==> src/inc/rail_seq_consts.svh <==
// Constants for the rail strobe assignment block: offsets, fields, resets and timing.
//
// Operation
// - The 1.8-V backup converter strobe code sits at bits 5:4, resets to 1, code 1 is strobe 1, code 2 is strobe 2.
// - The 1-V backup converter strobe code sits at bits 1:0, resets to 0, code 1 is strobe 1, code 2 is strobe 2.
// - Backup codes 0 and 3 leave that converter untouched by the sequencer.
// - Strobes 1 and 2 run only while the freshness seal is intact and are skipped once it is broken.
// - Once the seal is broken the sequencer never switches off either backup converter.
// - A 4-bit code from 3h to Ah switches its rail on at the strobe of the same number.
// - A 4-bit code of 0h to 2h or Bh to Fh leaves its rail untouched by the sequencer.
// - The backup select register is at index 24h, resets to 10h, and bits 7:6 and 3:2 read zero.
// - Index 25h holds the load switch code in 7:4 and the regulator code in 3:0, reset 88h.
// - Index 26h holds output three code in 7:4 (reset 0h) and output one code in 3:0 (reset 8h).
// - Each gap between strobes is 2 ms or 5 ms by one select bit, after one strobe and before the next.
`ifndef RAIL_SEQ_CONSTS_SVH
`define RAIL_SEQ_CONSTS_SVH

// ==================================================================
// Register indices (byte address is four times the index)
`define RS_IDX_BACKUP 6'h24
`define RS_IDX_SWREG 6'h25
`define RS_IDX_GENOUT 6'h26
`define RS_IDX_CTRL 6'h27
`define RS_IDX_DELAY 6'h28
`define RS_IDX_STATUS 6'h29
`define RS_IDX_UNLOCK 6'h2A

// ==================================================================
// Reset values and field positions
`define RS_RST_BACKUP 8'h10
`define RS_RST_SWREG 8'h88
`define RS_RST_GENOUT 8'h08
`define RS_BK_WMASK 8'h33
`define RS_BK_HIGH_LSB 4
`define RS_BK_LOW_LSB 0
`define RS_HI_NIB_LSB 4
`define RS_LO_NIB_LSB 0
`define RS_CTL_UP 0
`define RS_CTL_DOWN 1
`define RS_CTL_SEAL 2
`define RS_UNLOCK_KEY 8'h5A

// ==================================================================
// Strobe numbering and timing
`define RS_STROBE_FIRST 4'h1
`define RS_STROBE_SEALED 4'h3
`define RS_STROBE_LAST 4'hA
`define RS_CLK_NS 40
`define RS_TICK_NS 1000000
`define RS_DLY_SHORT_MS 3'd2
`define RS_DLY_LONG_MS 3'd5

`endif

==> src/inc/rail_seq_pkg.sv <==
// Types shared by the rail strobe assignment block.
package rail_seq_pkg;
    localparam int RAILS = 6;
    localparam int BACKUP_RAILS = 2;

    typedef enum logic [1:0] {SEQ_IDLE, SEQ_STROBE, SEQ_WAIT} seq_state_t;

    typedef struct packed {
        logic ack;
        logic [15:0] rdat;
        logic [7:0] selBackup;
        logic [7:0] selSwReg;
        logic [7:0] selGen;
        logic [8:0] dlySel;
        logic unlocked;
        logic sealBroken;
        seq_state_t fsm;
        logic down;
        logic [3:0] step;
        logic [2:0] ticks;
        logic [5:0] railEn;
    } top_state_t;
endpackage : rail_seq_pkg

==> src/inc/strobe_if.sv <==
// Carries the current strobe number and the rail codes to the decoder and its hits back.
`timescale 1ns/10ps
interface strobe_if;
    logic [3:0] step;
    logic [5:0][3:0] code;
    logic [5:0] hit;
    modport seq (output step, output code, input hit);
    modport dec (input step, input code, output hit);
endinterface : strobe_if

==> src/hw/ms_tick_divider.sv <==
// Divider giving a one-cycle enable pulse once per millisecond.
`timescale 1ns/10ps
module ms_tick_divider #(
    parameter int unsigned CYCLES = 25000
) (
    // Clock and reset.
    input wire logic clk,
    input wire logic sys_rst,
    // Restart and pulse.
    input wire logic clr,
    output logic tick
);
    localparam int CW = $clog2(CYCLES);
    localparam logic [CW-1:0] LAST = CW'(CYCLES - 1);

    typedef struct packed {
        logic [CW-1:0] cnt;
        logic tick;
    } div_state_t;

    div_state_t q;
    div_state_t d;

    // A restart realigns the count so a delay is never cut short by a stale phase.
    always_comb begin
        d = q;
        d.tick = 1'b0;
        if (clr) begin
            d.cnt = '0;
        end else if (q.cnt == LAST) begin
            d.cnt = '0;
            d.tick = 1'b1;
        end else begin
            d.cnt = CW'(q.cnt + 1'b1);
        end
    end

    // State register.
    always_ff @(posedge clk) begin
        if (sys_rst) begin
            q <= '{cnt: '0, tick: 1'b0};
        end else begin
            q <= d;
        end
    end

    assign tick = q.tick;
endmodule : ms_tick_divider

==> src/hw/rail_strobe_decode.sv <==
// Matches each rail's strobe code against the strobe now being executed.
`timescale 1ns/10ps
module rail_strobe_decode (
    // Strobe number in, hits out.
    strobe_if.dec sb
);
    import rail_seq_pkg::*;

    // The low rails have 2-bit codes, the rest 4-bit codes with a wider legal span.
    for (genvar i = 0; i < RAILS; i++) begin : g_rail
        if (i < BACKUP_RAILS) begin : g_backup
            assign sb.hit[i] = (sb.code[i] == sb.step)
                && (sb.code[i] == 4'h1 || sb.code[i] == 4'h2);
        end else begin : g_main
            assign sb.hit[i] = (sb.code[i] == sb.step)
                && (sb.code[i] >= 4'h3) && (sb.code[i] <= 4'hA);
        end
    end
endmodule : rail_strobe_decode

==> src/hw/rail_strobe_assignment.sv <==
// Strobe assignment registers and power sequencer with a classic Wishbone slave.
//
// The implementer's own choice: the Wishbone register port.
`timescale 1ns/10ps
`include "rail_seq_consts.svh"
module rail_strobe_assignment #(
    parameter int unsigned TICK_CYCLES = `RS_TICK_NS / `RS_CLK_NS
) (
    // Clock and reset.
    input wire logic clk,
    input wire logic sys_rst,
    // Wishbone slave.
    input wire logic wb_cyc_i,
    input wire logic wb_stb_i,
    input wire logic wb_we_i,
    input wire logic [7:0] wb_adr_i,
    input wire logic [3:0] wb_sel_i,
    input wire logic [31:0] wb_dat_i,
    output logic [31:0] wb_dat_o,
    output logic wb_ack_o,
    // Rail enables and sequencer status.
    output logic [rail_seq_pkg::RAILS-1:0] railEnable,
    output logic seqBusy
);
    import rail_seq_pkg::*;

    top_state_t q;
    top_state_t d;
    logic wbHit;
    logic wr;
    logic [5:0] idx;
    logic cmdUp;
    logic cmdDown;
    logic tick;
    logic tickClr;
    logic [3:0] gap;
    logic [2:0] target;
    logic [3:0] endStep;
    logic [5:0] keepMask;
    logic [5:0] hit;

    strobe_if sbus ();

    // ==================================================================
    // Strobe decoding and millisecond timebase
    // Rails 0 and 1 are the low and high backup converters, 2 the regulator,
    // 3 the load switch, 4 and 5 the general outputs one and three.
    assign sbus.step = q.step;
    assign sbus.code[0] = {2'b00, q.selBackup[`RS_BK_LOW_LSB +: 2]};
    assign sbus.code[1] = {2'b00, q.selBackup[`RS_BK_HIGH_LSB +: 2]};
    assign sbus.code[2] = q.selSwReg[`RS_LO_NIB_LSB +: 4];
    assign sbus.code[3] = q.selSwReg[`RS_HI_NIB_LSB +: 4];
    assign sbus.code[4] = q.selGen[`RS_LO_NIB_LSB +: 4];
    assign sbus.code[5] = q.selGen[`RS_HI_NIB_LSB +: 4];
    assign hit = sbus.hit;

    rail_strobe_decode u_decode (
        .sb(sbus.dec)
    );

    ms_tick_divider #(
        .CYCLES(TICK_CYCLES)
    ) u_tick (
        .clk(clk),
        .sys_rst(sys_rst),
        .clr(tickClr),
        .tick(tick)
    );

    // ==================================================================
    // Next-state logic
    // Bus access, register writes and the sequencer share one next state so
    // that a locked write and a running sequence can never race each other.
    always_comb begin
        d = q;
        wbHit = wb_cyc_i & wb_stb_i & ~q.ack;
        wr = wbHit & wb_we_i;
        idx = wb_adr_i[7:2];
        cmdUp = 1'b0;
        cmdDown = 1'b0;
        tickClr = 1'b0;
        d.ack = wbHit;
        gap = q.down ? 4'(q.step - 4'h2) : 4'(q.step - 4'h1);
        target = q.dlySel[gap] ? `RS_DLY_LONG_MS : `RS_DLY_SHORT_MS;
        endStep = q.down ? (q.sealBroken ? `RS_STROBE_SEALED : `RS_STROBE_FIRST)
                         : `RS_STROBE_LAST;
        keepMask = q.sealBroken ? 6'h3C : 6'h3F;

        // Reads return the register in the low bits, zero above and off the map.
        if (wbHit) begin
            case (idx)
                `RS_IDX_BACKUP: d.rdat = {8'h00, q.selBackup & `RS_BK_WMASK};
                `RS_IDX_SWREG: d.rdat = {8'h00, q.selSwReg};
                `RS_IDX_GENOUT: d.rdat = {8'h00, q.selGen};
                `RS_IDX_DELAY: d.rdat = {7'h00, q.dlySel};
                `RS_IDX_STATUS: d.rdat = {q.railEn, q.step, q.unlocked,
                                          q.fsm != SEQ_IDLE, q.down, 2'b00,
                                          q.sealBroken};
                default: d.rdat = 16'h0000;
            endcase
        end

        // Writes to the sequencing registers need a fresh unlock each time.
        if (wr && wb_sel_i[0]) begin
            case (idx)
                `RS_IDX_BACKUP: begin
                    if (q.unlocked) begin
                        d.selBackup = wb_dat_i[7:0] & `RS_BK_WMASK;
                    end
                    d.unlocked = 1'b0;
                end
                `RS_IDX_SWREG: begin
                    if (q.unlocked) begin
                        d.selSwReg = wb_dat_i[7:0];
                    end
                    d.unlocked = 1'b0;
                end
                `RS_IDX_GENOUT: begin
                    if (q.unlocked) begin
                        d.selGen = wb_dat_i[7:0];
                    end
                    d.unlocked = 1'b0;
                end
                `RS_IDX_DELAY: begin
                    if (q.unlocked && wb_sel_i[1]) begin
                        d.dlySel = wb_dat_i[8:0];
                    end
                    d.unlocked = 1'b0;
                end
                `RS_IDX_CTRL: begin
                    cmdUp = wb_dat_i[`RS_CTL_UP];
                    cmdDown = wb_dat_i[`RS_CTL_DOWN];
                    if (wb_dat_i[`RS_CTL_SEAL]) begin
                        d.sealBroken = 1'b1;
                    end
                end
                `RS_IDX_UNLOCK: d.unlocked = (wb_dat_i[7:0] == `RS_UNLOCK_KEY);
                default: d.unlocked = q.unlocked;
            endcase
        end

        // Sequencer: commands arriving while a sequence runs are dropped.
        unique case (q.fsm)
            SEQ_IDLE: begin
                if (cmdUp || cmdDown) begin
                    d.down = ~cmdUp;
                    d.fsm = SEQ_STROBE;
                    if (cmdUp) begin
                        d.step = d.sealBroken ? `RS_STROBE_SEALED : `RS_STROBE_FIRST;
                    end else begin
                        d.step = `RS_STROBE_LAST;
                    end
                end
            end
            SEQ_STROBE: begin
                if (q.down) begin
                    d.railEn = q.railEn & ~(hit & keepMask);
                end else begin
                    d.railEn = q.railEn | hit;
                end
                if (q.step == endStep) begin
                    d.fsm = SEQ_IDLE;
                end else begin
                    d.fsm = SEQ_WAIT;
                    d.ticks = 3'd0;
                    tickClr = 1'b1;
                end
            end
            SEQ_WAIT: begin
                if (tick) begin
                    d.ticks = 3'(q.ticks + 3'd1);
                    if (3'(q.ticks + 3'd1) == target) begin
                        d.fsm = SEQ_STROBE;
                        d.step = q.down ? 4'(q.step - 4'h1) : 4'(q.step + 4'h1);
                    end
                end
            end
        endcase
    end

    // ==================================================================
    // State register
    always_ff @(posedge clk) begin
        if (sys_rst) begin
            q <= '{ack: 1'b0, rdat: 16'h0000,
                   selBackup: `RS_RST_BACKUP,
                   selSwReg: `RS_RST_SWREG,
                   selGen: `RS_RST_GENOUT,
                   dlySel: 9'h000, unlocked: 1'b0, sealBroken: 1'b0,
                   fsm: SEQ_IDLE, down: 1'b0, step: 4'h0, ticks: 3'd0,
                   railEn: 6'h00};
        end else begin
            q <= d;
        end
    end

    // Outputs all come straight from the state register.
    assign wb_ack_o = q.ack;
    assign wb_dat_o = {16'h0000, q.rdat};
    assign railEnable = q.railEn;
    assign seqBusy = q.fsm != SEQ_IDLE;
endmodule : rail_strobe_assignment

==> config.mk <==
export PLATFORM = sky130hd
export DESIGN_NAME = rail_strobe_assignment
export DESIGN_NICKNAME = d
export VERILOG_FILES = /design/src/inc/rail_seq_pkg.sv /design/src/inc/strobe_if.sv /design/src/hw/ms_tick_divider.sv /design/src/hw/rail_strobe_decode.sv /design/src/hw/rail_strobe_assignment.sv
export VERILOG_INCLUDE_DIRS = /design/src /design/src/inc
export SDC_FILE = /design/constraint.sdc
export NUM_CORES = 1
export LEC_CHECK = 0
export BUFFER_PORTS_ARGS = -buffer_cell sky130_fd_sc_hd__buf_2
export CORE_ASPECT_RATIO = 2
export CORE_UTILIZATION = 51
export CTS_CLUSTER_DIAMETER = 30
export DETAILED_ROUTE_END_ITERATION = 10
export PLACE_DENSITY = 0.8
export SLEW_MARGIN = 20
export SYNTH_ARGS = -nofsm -noshare
export SYNTH_HDL_FRONTEND = slang
export SYNTH_SLANG_ARGS = --single-unit
==> constraint.sdc <==
create_clock -name clk -period 3.5 [get_ports clk]
set_input_delay 0.175 -clock clk [delete_from_list [all_inputs] [get_ports clk]]
set_output_delay 0.175 -clock clk [all_outputs]
set_load 0.1 [all_outputs]
-- After elaboration in Yosys (flattened, before gate mapping)
Index checks and enable logic that the tools add are counted.
- register bits: 80
- word-level logic and storage cells: 130
- output and inout bits: 40
- bits of input ports: 49
- reduce and logical (&&, ||, !) cells: 32
- bitwise operators: 9
- equal/unequal tests: 27
- multiplexer cells: 33
- magnitude comparators: 9
- add/sub/neg operators: 5
- operators by type and width (cell ; count):
    16-bit case mux with 5 select lines ; 1
    6-bit equality test (second input constant) ; 7
    4-bit equality test ; 5
    4-bit two-way mux ; 5
    3-bit AND reduction ; 6
    4-bit by 2-bit >= comparator with 1-bit output (second input constant) ; 4
    4-bit <= comparator (second input constant) ; 4
    15-bit by 1-bit adder with 15-bit output (second input constant) ; 1
    15-bit equality test (second input constant) ; 1
    7-bit two-way mux ; 2
    6-bit bitwise AND ; 2
    1-bit logical AND ; 12
    2-bit two-way mux ; 6
    1-bit two-way mux ; 11
    2-bit by 4-bit equality test with 1-bit output ; 2
    8-bit by 7-bit equality test with 1-bit output (second input constant) ; 1
    4-bit case mux with 2 select lines ; 1
    2-bit nonzero test ; 4
    2-bit by 1-bit equality test with 1-bit output (second input constant) ; 3
    2-bit equality test (second input constant) ; 3
    3-bit two-way mux ; 2
    6-bit two-way mux ; 1
    2-bit inequality test (second input constant) ; 3
    6-bit NOT ; 1
    other kinds (21) ; 27

-- Depth between registers and ports, before layout
- depth after elaboration: 9
- gate-level depth with buffers: 9
- mapped depth without buffers: 8

-- Modules after synthesis
A second synthesis with hierarchy kept.
- cells, all modules: 556
- area total of the unflattened synthesis: 4672.0 sq um
- by module, submodules not included (module ; cells each ; instances ; area each (sq um) ; sequential area each (sq um)):
    rail_strobe_assignment ; 438 ; 1 ; 3651.0 ; 1281.2
    ms_tick_divider ; 77 ; 1 ; 711.9 ; 320.3
    rail_strobe_decode ; 41 ; 1 ; 309.0 ; 0.0

-- Worst setup path before layout
OpenSTA, ideal clock, no wires.
- kind: register to register
- start point: reg q (netlist bit sbus.step[1])
- end point: reg q[14] in the netlist's numbering
- arrival time: 3.029 ns
- required time: 3.421 ns
- clock period less this slack: 3.109 ns
- cell stages (with the launch flop): 10
- buffers on the path: 1
- slack: 0.391 ns
- library setup time: 0.079 ns
- cell sequence: dfxtp_1 buf_1 inv_2 ha_1 mux2i_1 mux4_1 mux2i_1 mux2_4 o31a_1 a211oi_2
- cells in the longest elaborated chain, start to end: 8
- elaborated cells on any way between the ends: 9
- those cells by class: add/sub (2); eq/ne (2); mux (4); reduce/logical (1)
- RTL lines (what ; line ; RTL):
    from (decl) ; rail_strobe_assignment.sv:27 ; top_state_t q;
    from (signal assigned) ; rail_strobe_assignment.sv:185 ; q <= '{ack: 1'b0, rdat: 16'h0000,
    4-bit by 1-bit subtractor with 4-bit output / 4-bit by 2-bit subtractor with 4-bit output (equally long branches) ; rail_strobe_assignment.sv:83 ; gap = q.down ? 4'(q.step - 4'h2) : 4'(q.step - 4'h1);
    4-bit two-way mux * ; rail_strobe_assignment.sv:83 ;
    1-bit binary-select mux with 4-bit select * ; rail_strobe_assignment.sv:84 ; target = q.dlySel[gap] ? `RS_DLY_LONG_MS : `RS_DLY_SHORT_MS;
    1-bit two-way mux (implied by the code) * ; rail_strobe_assignment.sv:84 ;
    3-bit two-way mux (no line) * ; -- ;
    3-bit equality test * ; rail_strobe_assignment.sv:172 ; if (3'(q.ticks + 3'd1) == target) begin
    2-bit inequality test (no line) * ; -- ;
    3-bit AND reduction (no line) * ; -- ;
Mark *: on every way between the ends. The rest lies on a longest branch, timed or not. The select of a mux whose other input is x is not followed.
A chain may end at the register's enable or synchronous reset.

-- Worst setup path after layout
- start point: reg q (netlist bit sbus.step[0])
- end point: reg q[14] in the netlist's numbering
The elaborated chain is that of the path after synthesis.

==> impl_results.rst <==
.. list-table::
   :header-rows: 1

   * - Metric
     - Value
   * - Outcome
     - completed
   * - Final Slew Violations
     - 0
   * - List of cells traversed by the critical path
     - inv_1 -> ha_1 -> mux2i_1 -> mux4_1 -> mux2i_1 -> mux2_4 -> o31a_1 -> a211oi_2
   * - Endpoint required time on the critical path
     - 3.75 ns
   * - CP bufs+invs
     - 1
   * - Setup_tns
     - 0 ns
   * - Initial antenna violation count
     - 0
   * - Share of the yosys chip area belonging to registers
     - 35.9%
   * - Number of hold violations in the final report
     - 0
   * - FILL cells
     - between 700 and 800
   * - Storage cell area
     - between 0.0015 and 0.002 sq mm
   * - Per-cell via count in the routed design
     - 5.93
   * - Via count of the first global-routing pass
     - 3,731
   * - Number of enable flip-flop cells after synthesis
     - 0
   * - Path length in cells of the critical path
     - 8
   * - Total design power
     - 2.17 mW
   * - Die footprint
     - between 0.009 and 0.01 sq mm
   * - Number of resized instances in the post-cts repair step
     - 0
   * - First drt pass iteration count
     - 5
   * - Starting density of the core
     - 52.0%
   * - Mean area per synthesized cell
     - 8.36 sq um
   * - Cells on worst reg2reg path
     - 8
   * - Synth Warn #
     - 0
   * - Latest clock arrival within the worst-skew pair
     - between 0.3 and 0.4 ns
   * - Maximum fanout along the worst path
     - 5
   * - CTS tree
     - done
   * - Maximum number of pins on one net before global-route repair
     - 36
   * - Setup repair after global routing missed its margin
     - false
   * - Hold Slack
     - 0.0781 ns
   * - Worst hold path class
     - primary input to register
   * - Synthesis-to-finish area growth
     - 8.96%
   * - Crit-path leading delay family
     - multiplexers
   * - Dominant combinational cell family by area after synthesis
     - simple AND/OR/NAND/NOR gates
   * - Cell occurring most often along the worst timing path
     - sky130_fd_sc_hd__mux2i_1
   * - Max Clock Freq
     - 346 MHz
   * - Leakage power summed over all cells
     - approximately 1.8 nW
   * - Count of endpoints failing setup in the final report
     - 0
   * - Number of design-rule violations left by the first detailed-router iteration
     - 242
   * - Total via count after detailed routing
     - 3,881
   * - Layout cells sized above 1
     - 14.4%
   * - Number of rows in the core area
     - 48
   * - Maximum vdd ir drop
     - 263 uV
   * - Startpoint of the most critical setup path
     - sbus.step[0]
   * - Number of I/O port buffers
     - 45
   * - Critical-path top delay cell
     - sky130_fd_sc_hd__mux4_1
   * - Area share of the largest cell type after synthesis
     - 35.9%
   * - Area of combinational cells with multiple inputs
     - 0.00250 sq mm
   * - Diode insertion count for antenna repair
     - 0
   * - Switching Share
     - 26.0%
   * - Portion of total power attributed to the clock network
     - 47.2%
   * - Maximum clock path buffer count
     - 2
   * - Cell types with the largest area share after synthesis
     - sky130_fd_sc_hd__dfxtp_1 36%, sky130_fd_sc_hd__mux2i_1 7.4%, sky130_fd_sc_hd__buf_4 6.6%
   * - Gate count after technology mapping
     - 534
   * - Final weighted congestion in routability-driven placement
     - 0.963
   * - Capture point of the critical path
     - q[14]
   * - H-tree levels
     - 3
   * - Flops & latches, synth
     - 80
   * - Critical path launch point type
     - register
   * - Net count, final
     - 611
   * - Aggregate routed wire length
     - 11.1 mm
   * - Multiplexer share of the synthesized area
     - 9.92%
   * - DIE WIDTH
     - 68.2 um
   * - Path type of the worst setup path
     - register to register
   * - Worst clock skew
     - 0.00718 ns
   * - Share of total power in sequential cells
     - 42.6%
   * - Synthesized-area fraction occupied by xor and xnor cells
     - 5.88%
   * - Arithmetic-cell share of the synthesized area counting full adders, half adders and majority gates
     - approximately 3.4%
   * - Number of nets still failing antenna checks after routing
     - 0
   * - Simple-Gate Fraction of Synth Area
     - 22.5%
   * - Final clock period utilization by the worst path
     - 82.6%
   * - Share of power burned in combinational logic
     - 10.2%
   * - Post-synthesis instance area
     - 0.00447 sq mm
   * - Min setup slack post-route
     - 0.610 ns
   * - Worst path arrival time
     - 3.14 ns
   * - Total routing resource utilization after global routing
     - around a quarter
   * - Post-placement worst setup slack
     - 0.664 ns
   * - Max-slew headroom at the worst pin
     - roughly a quarter
   * - Height of the chip
     - 134 um
   * - Wire length of the first global-routing pass
     - ~18 mm
   * - Minimum period implied by the final worst setup slack
     - 2.89 ns
   * - Power density cells
     - 446 mW/mm^2
   * - Root buf cell
     - sky130_fd_sc_hd__clkbuf_16
   * - CORE AREA
     - 0.00859 sq mm
   * - Most common cell after layout, fill and taps aside
     - sky130_fd_sc_hd__dfxtp_1
   * - Routed length per instance
     - 16.9 um
   * - Net switching power
     - 0.564 mW
   * - Transition time at the pin with the least slew margin
     - 1.09 ns
   * - CTS Buf Count
     - 9
   * - Total overflow reported by the global router
     - 0
   * - Clock-pin slew of the registers on the worst-case setup and hold paths
     - 0.06 ns
   * - Share of flip-flops with an asynchronous set or reset after synthesis
     - 0%
   * - Clk sinks
     - 80
   * - Minimum setup slack among reg-to-reg paths
     - 0.61 ns
   * - Distinct cell type count after synthesis
     - just under 60
   * - Cell-internal power
     - around 1.6 mW
   * - Post-synthesis cell type with the largest combined area
     - sky130_fd_sc_hd__dfxtp_1
   * - Worst Setup End Kind
     - register
   * - Dominant register cell in the synthesized netlist
     - sky130_fd_sc_hd__dfxtp_1
   * - Biggest cell delay along the critical path
     - 0.58 ns
   * - I/O pin cnt
     - 89
   * - Drt drc
     - 0
   * - Hold buffer count at cts
     - 0
   * - Count of max-cap constraint violations
     - 0
   * - Most frequent cells in the layout
     - 80 x sky130_fd_sc_hd__dfxtp_1, 67 x sky130_fd_sc_hd__nor2_1, 53 x sky130_fd_sc_hd__nand2_1
   * - RR Startpoint
     - sbus.step[0]
   * - Post-synthesis compound-gate area fraction
     - 12.9%
   * - Reg2reg end
     - q[14]
   * - Post-CTS setup buffer count
     - 0
   * - Half-perimeter wire length of the detailed placement result
     - 8.39 mm
==> through the flow <==
| stage | instance area (sq um) | std cells | util (%) |
|---|---|---|---|
| final | 4870 | 655 | 56.7 |
| after global routing | 4870 | 655 | 56.7 |
| after CTS | 4870 | 655 | 56.7 |
| after detailed placement | 4540 | 639 | 52.8 |
| after global placement | 4540 | 639 | 52.8 |
| after floorplan | 4520 | 549 | - |
==> sequential cells by signal, summed over array words and instances (netlist names), named ones only <==
| signal | cells |
|---|---|
| u_tick.q | 15 |
| wb_dat_o | 16 |
| q | 37 |
| railEnable | 2 |
| wb_ack_o | 1 |
| sbus.step | 4 |
| u_tick.tick | 1 |
==> synthesized netlist by cell type (3+ instances only) <==
cell type	count
sky130_fd_sc_hd__a21oi_1	38
sky130_fd_sc_hd__a22oi_1	10
sky130_fd_sc_hd__a311oi_1	4
sky130_fd_sc_hd__a31o_1	4
sky130_fd_sc_hd__a31oi_1	4
sky130_fd_sc_hd__and3_1	4
sky130_fd_sc_hd__buf_2	4
sky130_fd_sc_hd__buf_4	39
sky130_fd_sc_hd__clkbuf_1	16
sky130_fd_sc_hd__dfxtp_1	80
sky130_fd_sc_hd__ha_1	12
sky130_fd_sc_hd__inv_1	8
sky130_fd_sc_hd__inv_2	3
sky130_fd_sc_hd__mux2_2	4
sky130_fd_sc_hd__mux2i_1	33
sky130_fd_sc_hd__nand2_1	53
sky130_fd_sc_hd__nand2b_1	8
sky130_fd_sc_hd__nand3_1	32
sky130_fd_sc_hd__nand3b_1	5
sky130_fd_sc_hd__nand4_1	7
sky130_fd_sc_hd__nor2_1	67
sky130_fd_sc_hd__nor3_1	6
sky130_fd_sc_hd__nor4_1	3
sky130_fd_sc_hd__nor4b_1	3
sky130_fd_sc_hd__o21ai_0	7
sky130_fd_sc_hd__o21ai_1	4
sky130_fd_sc_hd__o22ai_1	3
sky130_fd_sc_hd__or3_1	7
sky130_fd_sc_hd__xnor2_1	19
sky130_fd_sc_hd__xor2_1	11
==> kinds of logic after synthesis <==
logic type                 after synthesis
AOI/OAI and AO/OA                       90
xor gates and xnor gates                30
adders and majority gates               12
buffers and inverters                   72
DFF                                     80
muxes                                   40
other                                    1
and+or+nand+nor                        209
==> how the worst min path moves through the flow <==
| stage | depth (start not counted) | endpoint | slack (ns) | from |
|---|---|---|---|---|
| after global routing | 3 | q[26] | 0.11 | wb_dat_i[8] |
| after global placement | 3 | q[26] | 0.42 | wb_dat_i[8] |
| after detailed placement | 3 | q[26] | 0.43 | wb_dat_i[8] |
| after floorplan | 2 | q[38] | 0.30 | wb_dat_i[3] |
| after CTS | 3 | q[26] | 0.08 | wb_dat_i[8] |
| final | 3 | q[26] | 0.08 | wb_dat_i[8] |
==> power by group through the flow <==
stage	Clock, mW	Combinational, mW	Sequential [mW]
final	1.02	0.221	0.925
after CTS	1.04	0.220	0.925
after global routing	1.08	0.236	0.926
after detailed placement	0	0.220	0.946
after floorplan	0	0.189	0.947
after global placement	0	0.216	0.945
==> cell type report <==
type                    count  area share, %
multi-input cells         397           51.4
flip-flops and latches     80           32.9
repair buffers             51           5.55
clock buffers              10           4.91
well taps                 100           2.57
clock inverters             6           1.85
inverters                  11          0.848
==> tightest hold or removal path: stages <==
cell                      delay (ns)
sky130_fd_sc_hd__buf_2          0.08
sky130_fd_sc_hd__mux2i_1        0.05
sky130_fd_sc_hd__nor2_1         0.07
==> routing by layer <==
metal / up-vias / part of all wire [%] / track usage (%)
met1: 1814 / 37 / 26.4
met5: - / 0 / 0
met3: 52 / 4.9 / 5.53
met4: 0 / 6.5 / 18.8
li1: 1853 / - / -
met2: 162 / 52 / 44.4
(Power assumes the default switching activity.)
